$ cat config.mk
export PLATFORM = sky130hd
export DESIGN_NAME = pscg_top
export DESIGN_NICKNAME = d
export VERILOG_FILES = /design/src/shared/pscg_pkg.sv /design/src/logic/pscg_top.sv
export SDC_FILE = /design/constraint.sdc
export NUM_CORES = 1
export LEC_CHECK = 0
export BUFFER_PORTS_ARGS = -buffer_cell sky130_fd_sc_hd__buf_2
export CORE_MARGIN = 3
export CORE_UTILIZATION = 44
export DETAILED_ROUTE_END_ITERATION = 7
export HOLD_SLACK_MARGIN = 0.03
export PLACE_DENSITY = 0.86
export SLEW_MARGIN = 20
export SYNTH_ARGS = -nofsm -noshare
export SYNTH_HDL_FRONTEND = slang
export SYNTH_SLANG_ARGS = --single-unit
$ cat constraint.sdc
create_clock -name aclk -period 2.8 [get_ports aclk]
set_clock_uncertainty 0.15 [all_clocks]
set_input_delay 0.56 -clock aclk [delete_from_list [all_inputs] [get_ports aclk]]
set_output_delay 0.56 -clock aclk [all_outputs]
set_load 0.02 [all_outputs]
$ cat src/shared/pscg_pkg.sv
package pscg_pkg;

   // ----------------------------------------------------------------
   // register map, byte addresses on the 32-bit bus
   // ----------------------------------------------------------------
   localparam logic [7:0] OFS_OSC_CTL = 8'h00;
   localparam logic [7:0] OFS_CLK_DIV = 8'h04;
   localparam logic [7:0] OFS_GATE_ONE = 8'h08;
   localparam logic [7:0] OFS_STATUS = 8'h0c;

   // ----------------------------------------------------------------
   // field positions and reset values
   // ----------------------------------------------------------------
   localparam int NEXT_OSC_LSB = 8;
   localparam int COSC_LSB = 12;
   localparam int IRQ_RETURN_BIT = 15;
   localparam int DOZE_LSB = 12;
   localparam int DOZE_EN_BIT = 11;
   localparam logic [2:0] NEXT_OSC_RESET = 3'h0;
   localparam logic [2:0] DOZE_RESET = 3'h0;
   localparam logic [15:0] GATE_RESET = 16'h0000;
   // bits 8 and 2 are unimplemented and read zero
   localparam logic [15:0] GATE_WMASK = 16'hfefb;
   localparam logic [15:0] PRESENT_DEFAULT = 16'hfefb;

   // ----------------------------------------------------------------
   // timing and bus answers
   // ----------------------------------------------------------------
   localparam logic [1:0] WAKE_CYCLES = 2'h2;
   localparam int DOZE_CNT_W = 7;
   localparam logic [1:0] RESP_OKAY = 2'h0;
   localparam logic [1:0] RESP_SLVERR = 2'h2;

   // ----------------------------------------------------------------
   // types
   // ----------------------------------------------------------------
   typedef enum logic [4:0] {
      ST_RUN   = 5'h01,
      ST_ENTER = 5'h02,
      ST_FULL  = 5'h04,
      ST_IDLE  = 5'h08,
      ST_WAKE  = 5'h10
   } pscg_state_e_t;

   typedef struct packed {
      pscg_state_e_t st;
      logic full_sel;
      logic [2:0] next_osc;
      logic [2:0] cur_osc;
      logic irq_return;
      logic [2:0] doze_ratio;
      logic doze_en;
      logic [15:0] gate;
      logic [15:0] gate_eff;
      logic [DOZE_CNT_W-1:0] doze_cnt;
      logic [1:0] wake_cnt;
      logic wdt_clr;
      logic cpu_en;
      logic bvalid;
      logic [1:0] bresp;
      logic rvalid;
      logic [31:0] rdata;
      logic [1:0] rresp;
   } pscg_regs_t;

endpackage

$ cat src/logic/pscg_top.sv
// The implementer's own choices: the address map and the AXI4-Lite interface to the registers.
`timescale 1ns/1ps
module pscg_top #(
   parameter int ADDR_W = 8,
   parameter logic [15:0] PRESENT_MASK = pscg_pkg::PRESENT_DEFAULT
) (
   // clock and reset
   input wire logic aclk,
   input wire logic aresetn,
   // axi4-lite write address and data
   input wire logic [ADDR_W-1:0] s_axi_awaddr,
   input wire logic s_axi_awvalid,
   output logic s_axi_awready,
   input wire logic [31:0] s_axi_wdata,
   input wire logic [3:0] s_axi_wstrb,
   input wire logic s_axi_wvalid,
   output logic s_axi_wready,
   // axi4-lite write response
   output logic [1:0] s_axi_bresp,
   output logic s_axi_bvalid,
   input wire logic s_axi_bready,
   // axi4-lite read
   input wire logic [ADDR_W-1:0] s_axi_araddr,
   input wire logic s_axi_arvalid,
   output logic s_axi_arready,
   output logic [31:0] s_axi_rdata,
   output logic [1:0] s_axi_rresp,
   output logic s_axi_rvalid,
   input wire logic s_axi_rready,
   // configuration levels
   input wire logic cfg_clock_locked,
   input wire logic cfg_watchdog_en,
   input wire logic cfg_fail_safe_en,
   // cpu side
   input wire logic halt_req,
   input wire logic halt_full,
   input wire logic irq_pending,
   input wire logic watchdog_timeout,
   output logic cpu_clk_en,
   output logic watchdog_clear,
   // clock sources
   output logic [2:0] sys_osc_select,
   output logic sys_osc_run,
   output logic low_power_rc_run,
   output logic fail_safe_monitor_run,
   // peripherals
   output logic periph_sys_clk_en,
   output logic [15:0] periph_clk_en,
   output logic [15:0] periph_reg_en
);

   // ----------------------------------------------------------------
   // state
   // ----------------------------------------------------------------
   pscg_pkg::pscg_regs_t r;
   pscg_pkg::pscg_regs_t r_nxt;

   logic [ADDR_W-1:0] ofs_osc;
   logic [ADDR_W-1:0] ofs_div;
   logic [ADDR_W-1:0] ofs_gate;
   logic [ADDR_W-1:0] ofs_stat;
   logic wr_take;
   logic rd_take;
   logic wake_evt;
   logic in_full;
   // local copy of the divider width, so casts stay plain
   localparam int DZ_W = pscg_pkg::DOZE_CNT_W;
   logic [DZ_W-1:0] doze_top;

   // ----------------------------------------------------------------
   // decode helpers
   // ----------------------------------------------------------------
   // offsets sized to the bus address width
   assign ofs_osc = ADDR_W'(pscg_pkg::OFS_OSC_CTL);
   assign ofs_div = ADDR_W'(pscg_pkg::OFS_CLK_DIV);
   assign ofs_gate = ADDR_W'(pscg_pkg::OFS_GATE_ONE);
   assign ofs_stat = ADDR_W'(pscg_pkg::OFS_STATUS);

   // address and data are taken in the same edge, one write in flight
   assign wr_take = s_axi_awvalid & s_axi_wvalid & ~r.bvalid;
   assign rd_take = s_axi_arvalid & ~r.rvalid;
   assign s_axi_awready = wr_take;
   assign s_axi_wready = wr_take;
   assign s_axi_arready = rd_take;

   // any enabled interrupt or timeout wakes; reset wakes by itself
   assign wake_evt = irq_pending | watchdog_timeout;
   assign in_full = (r.st == pscg_pkg::ST_FULL);

   // ratio code n gives a wrap count of two to the n minus one
   assign doze_top = DZ_W'((8'h01 << r.doze_ratio) - 8'h01);

   // ----------------------------------------------------------------
   // next-state logic
   // ----------------------------------------------------------------
   always_comb begin
      r_nxt = r;
      r_nxt.wdt_clr = 1'b0;
      r_nxt.cpu_en = 1'b0;

      // gate bits act one cycle after they are written
      r_nxt.gate_eff = r.gate;

      // oscillator follows the selection unless the configuration is locked;
      // while fully halted the source is frozen so wake reuses it
      if (!cfg_clock_locked && !in_full) begin
         r_nxt.cur_osc = r.next_osc;
      end

      // power state sequence
      case (r.st)
         pscg_pkg::ST_RUN: begin
            if (halt_req) begin
               // operand of the halt request picks the kind of halt
               r_nxt.full_sel = halt_full;
               r_nxt.st = pscg_pkg::ST_ENTER;
            end
         end
         pscg_pkg::ST_ENTER: begin
            // interrupts seen here are not acted on until entry completes
            r_nxt.wdt_clr = r.full_sel ? cfg_watchdog_en : 1'b1;
            r_nxt.st = r.full_sel ? pscg_pkg::ST_FULL : pscg_pkg::ST_IDLE;
         end
         pscg_pkg::ST_FULL, pscg_pkg::ST_IDLE: begin
            // a level still pending from entry wakes at once
            if (wake_evt) begin
               r_nxt.st = pscg_pkg::ST_WAKE;
               r_nxt.wake_cnt = pscg_pkg::WAKE_CYCLES;
            end
         end
         pscg_pkg::ST_WAKE: begin
            // clock is back; hold execution off for the restart delay
            r_nxt.wake_cnt = r.wake_cnt - 2'h1;
            if (r.wake_cnt == 2'h1) begin
               r_nxt.st = pscg_pkg::ST_RUN;
            end
         end
         default: begin
            r_nxt.st = pscg_pkg::ST_RUN;
         end
      endcase

      // doze divider: peripherals keep the full rate, the cpu gets one
      // enable per wrap so both stay on the same edges
      if (r_nxt.st == pscg_pkg::ST_RUN && r.st == pscg_pkg::ST_RUN) begin
         if (r.doze_en) begin
            r_nxt.cpu_en = (r.doze_cnt == doze_top);
            r_nxt.doze_cnt = (r.doze_cnt >= doze_top) ? '0 : r.doze_cnt + 1'b1;
         end else begin
            r_nxt.cpu_en = 1'b1;
            r_nxt.doze_cnt = '0;
         end
      end else begin
         // halted cpu gets no clock; divider restarts cleanly
         r_nxt.doze_cnt = '0;
      end

      // write channel
      if (wr_take) begin
         r_nxt.bvalid = 1'b1;
         r_nxt.bresp = pscg_pkg::RESP_OKAY;
         if (s_axi_awaddr == ofs_osc) begin
            if (s_axi_wstrb[1]) begin
               r_nxt.next_osc = s_axi_wdata[pscg_pkg::NEXT_OSC_LSB +: 3];
            end
         end else if (s_axi_awaddr == ofs_div) begin
            if (s_axi_wstrb[1]) begin
               r_nxt.irq_return = s_axi_wdata[pscg_pkg::IRQ_RETURN_BIT];
               r_nxt.doze_ratio = s_axi_wdata[pscg_pkg::DOZE_LSB +: 3];
               r_nxt.doze_en = s_axi_wdata[pscg_pkg::DOZE_EN_BIT];
            end
         end else if (s_axi_awaddr == ofs_gate) begin
            // unimplemented bits never store a one
            if (s_axi_wstrb[0]) begin
               r_nxt.gate[7:0] = s_axi_wdata[7:0] & pscg_pkg::GATE_WMASK[7:0];
            end
            if (s_axi_wstrb[1]) begin
               r_nxt.gate[15:8] = s_axi_wdata[15:8] & pscg_pkg::GATE_WMASK[15:8];
            end
         end else if (s_axi_awaddr != ofs_stat) begin
            r_nxt.bresp = pscg_pkg::RESP_SLVERR;
         end
      end else if (r.bvalid && s_axi_bready) begin
         r_nxt.bvalid = 1'b0;
      end

      // interrupt ends doze after any software write of the same cycle,
      // so a stale enable never outlives the interrupt
      if (r.irq_return && irq_pending) begin
         r_nxt.doze_en = 1'b0;
      end

      // read channel
      if (rd_take) begin
         r_nxt.rvalid = 1'b1;
         r_nxt.rresp = pscg_pkg::RESP_OKAY;
         r_nxt.rdata = '0;
         if (s_axi_araddr == ofs_osc) begin
            r_nxt.rdata[pscg_pkg::NEXT_OSC_LSB +: 3] = r.next_osc;
            r_nxt.rdata[pscg_pkg::COSC_LSB +: 3] = r.cur_osc;
         end else if (s_axi_araddr == ofs_div) begin
            r_nxt.rdata[pscg_pkg::IRQ_RETURN_BIT] = r.irq_return;
            r_nxt.rdata[pscg_pkg::DOZE_LSB +: 3] = r.doze_ratio;
            r_nxt.rdata[pscg_pkg::DOZE_EN_BIT] = r.doze_en;
         end else if (s_axi_araddr == ofs_gate) begin
            r_nxt.rdata[15:0] = r.gate;
         end else if (s_axi_araddr == ofs_stat) begin
            // live power state, one-hot, and whether the cpu is clocked
            r_nxt.rdata[4:0] = r.st;
            r_nxt.rdata[8] = r.cpu_en;
         end else begin
            r_nxt.rresp = pscg_pkg::RESP_SLVERR;
         end
      end else if (r.rvalid && s_axi_rready) begin
         r_nxt.rvalid = 1'b0;
      end
   end

   // ----------------------------------------------------------------
   // state register
   // ----------------------------------------------------------------
   always_ff @(posedge aclk) begin
      if (!aresetn) begin
         // reset also wakes from either halt
         r.st <= pscg_pkg::ST_RUN;
         r.full_sel <= 1'b0;
         r.next_osc <= pscg_pkg::NEXT_OSC_RESET;
         r.cur_osc <= pscg_pkg::NEXT_OSC_RESET;
         r.irq_return <= 1'b0;
         r.doze_ratio <= pscg_pkg::DOZE_RESET;
         r.doze_en <= 1'b0;
         r.gate <= pscg_pkg::GATE_RESET;
         r.gate_eff <= pscg_pkg::GATE_RESET;
         r.doze_cnt <= '0;
         r.wake_cnt <= 2'h0;
         r.wdt_clr <= 1'b0;
         r.cpu_en <= 1'b0;
         r.bvalid <= 1'b0;
         r.bresp <= pscg_pkg::RESP_OKAY;
         r.rvalid <= 1'b0;
         r.rdata <= 32'h0000_0000;
         r.rresp <= pscg_pkg::RESP_OKAY;
      end else begin
         r <= r_nxt;
      end
   end

   // ----------------------------------------------------------------
   // outputs
   // ----------------------------------------------------------------
   assign s_axi_bvalid = r.bvalid;
   assign s_axi_bresp = r.bresp;
   assign s_axi_rvalid = r.rvalid;
   assign s_axi_rdata = r.rdata;
   assign s_axi_rresp = r.rresp;

   assign cpu_clk_en = r.cpu_en;
   assign watchdog_clear = r.wdt_clr;
   assign sys_osc_select = r.cur_osc;

   // clock sources by power state
   assign sys_osc_run = ~in_full;
   assign fail_safe_monitor_run = cfg_fail_safe_en & ~in_full;
   assign low_power_rc_run = in_full ? cfg_watchdog_en
                                     : (cfg_watchdog_en | cfg_fail_safe_en);

   // peripheral clocks: full rate in doze and cpu-only halt, off in full halt
   assign periph_sys_clk_en = ~in_full;

   // per-peripheral enables; a gate bit stops register access and clock, full halt stops only the clock
   genvar gi;
   generate
      for (gi = 0; gi < 16; gi++) begin : g_gate
         assign periph_reg_en[gi] = PRESENT_MASK[gi] & ~r.gate_eff[gi];
         assign periph_clk_en[gi] = PRESENT_MASK[gi] & ~r.gate_eff[gi] & ~in_full;
      end
   endgenerate

endmodule

==> reports/results.ini <==
[drt]
dr.pass1.iters=5
dr_wl_met3_um=732
routed_wl_mm=8.65
highest_layer=met4
postRouteAntennaNets=0
vias=3131
dr_wl_met2_mm=3.99
wirelength_met1_mm=3.61
drt-initial-drc-count=151
drc=0
wl_per_cell_um=13.9
drt-vias-per-instance=5.04

[worst_hold_path]
hold_path_end=cpu_clk_en
hp-start=halt_req
hold_depth=2
hold_path.class=in -> reg

[synthesis]
syn_avg_cell_area_um2=8.75
yosysWarningCount=0
synthTopCellsByArea=dfxtp_1, buf_4, mux2i_1
synthArstFlopShare_pct=0
syn_inst=436
synth_top_area_cell=dfxtp_1
ys.flop_type=dfxtp_1
synth_top_area_share_pct=39.9
ys_types=50
synth_compound_area_share_pct=9.84
synth.cell_area_um2=3810
synth_commonest_cells=dfxtp_1, buf_4, nor2_1
synth.most_common_cell=dfxtp_1
synth_top_family_by_area=simple AND/OR/NAND/NOR gates
synth_fa_ha_area_share_pct=3.28
synth.area.mux_share_pct=8.00
ys_seq_area_share_pct=39.9
synth-seq-cells=76
synth_simple_gate_area_share_pct=22.0
synth-edff-count=0
synth-xor-area-share_pct=2.07

[worst_setup_path]
worstSetupPathType=reg -> reg
crit_required_ns=2.92
reg2reg_depth=9
r2r-start=r[83]
worstPathMaxFanout=8
cp-end-kind=register
rr_endpoint=r[47]
reg2reg_slack_ns=0.13
start_kind=register
worstPathArrival_ns=2.79

[power_and_ir_drop]
p_leak_nw=2.03
powerDensity_nw_per_um2=511
p_seq_share_pct=49.4
total_power_mw=2.24
p_switching_mw=0.567
p_comb_share_pct=8.4
internal_power_mw=1.67
sw_frac_of_total_pct=25.3
clkPwrFrac_pct=42.2
peakVddDrop_mv=0.251

[clocking]
cts_tree=yes
cts_resized=0
cts.sinks=76
cts_buffers=9
hold_buffers=0
postCtsSetupBuffers=0
root_buffer=clkbuf_8
cts-htree-levels=3
cts_max_path_buffers=2
clk_pin_slew_ns=0.08
clock_latency_ns=0.35

[sta]
tns_ns=0
rsz0062_at_grt=true
hold_slack_ns=0.278
fmax_mhz=375
setup_viol=0
fin_crit_sh_pct=95.3
period_needed_ns=2.67
hold_violations=0
setup_ws_ns=0.130
drv_slew=0
tightest_slew_ns=0.524
slew_headroom_pct=65.1

[grt]
grt_max_degree=28
grt_pass1_vias=2958
grt_pass1_wl_mm=13.7
grt_overflow=0
antenna_found_initial=0
grt_usage_pct=17.5

[layout]
n_fill_cell=765
instances_no_fill=621
drive_above_1_share_pct=26.8
syn2layout_area_growth_pct=14.8
final_area_um2=4380
fin_util_pct=52.8
fin_nets=586

[job]
drv_cap=0

[placement]
dp.cells=604
post-place-ws_ns=0.116
dpl.hpwl_mm=6.75
dpl-instance-area_um2=4150
portBuffers=106
place.gp.congestion=0.825

[floorplanning]
rows=33
dieArea_um2=9820
start_util_pct=46.0
die_h_um=99.1
io-pin-count=148
die-width_um=99.1
core_area_um2=8300

[outcome]
outcome=completed

[worst max-delay path by stage]
stage / slack (ns) / from / depth (start not counted) / end
after floorplan: 0.07 / r[82] / 12 / r[43]
after global placement: 0.24 / r[83] / 9 / r[44]
after detailed placement: 0.12 / r[83] / 9 / r[43]
after CTS: 0.09 / r[83] / 9 / r[43]
after global routing: -0.01 / r[83] / 9 / r[47]
final: 0.13 / r[83] / 9 / r[47]
[placed cells by master, fill, tap and decap left out, drive strengths merged, types with 11 or more instances in the layout]
cell type,instances
conb,22
inv,31
buf,113
dfxtp,76
nand3,14
mux2i,26
nor2,34
o21ai,13
nand2,32
nor2b,26
and2,11
[sequential cells by signal, indices dropped and copies added (netlist names)]
signal	count
s_axi_bresp	1
s_axi_rvalid	1
sys_osc_select	3
s_axi_rresp	1
cpu_clk_en	1
watchdog_clear	1
r	51
s_axi_rdata	16
s_axi_bvalid	1
[worst max-delay path, cell delays in order (launching register included)]
cell and delay, ns:
dfxtp_1 0.38, or3_1 0.41, ha_2 0.24, nor3_1 0.17, a21o_1 0.12, a21oi_1 0.07, ha_1 0.30, a211oi_1 0.25
o2111ai_2 0.26, nor3_1 0.24
[metal layers]
metal / GRT usage, % / up-vias
li1: - / 1542
met1: 20.5 / 1422
met5: 0 / -
met4: 10.2 / 0
met3: 4.42 / 23
met2: 28.9 / 144
[power by group through the flow]
| stage | clock, mW | sequential [mW] | combinational, mW |
|---|---|---|---|
| after floorplan | 0 | 1.13 | 0.152 |
| after global placement | 0 | 1.13 | 0.182 |
| after detailed placement | 0 | 1.13 | 0.187 |
| after CTS | 0.957 | 1.11 | 0.187 |
| after global routing | 1.01 | 1.11 | 0.205 |
| final | 0.946 | 1.11 | 0.187 |
[cells by family (layout without fill, tap and decap cells)]
family,after synthesis,count (layout)
AOI/OAI and AO/OA,53,53
muxes,30,30
adders and majority gates,10,10
xor gates and xnor gates,9,9
DFF,76,76
and+or+nand+nor,157,157
other,1,23
buffers and inverters,100,158
[cell type report]
type | instances | area, um^2 | share of cell area [%]
Multi-Input combinational cell | 281 | 1810 | 41.3
Inverter | 29 | 109 | 2.48
Clock buffer | 10 | 128 | 2.91
Timing Repair Buffer | 113 | 583 | 13.3
Sequential cell | 76 | 1520 | 34.7
Antenna cell | 1 | 2.50 | 0.0571
Tap cell | 105 | 131 | 3.00
Clock inverter | 6 | 95.1 | 2.17
No activity file was read; power rests on OpenSTA's default activity.
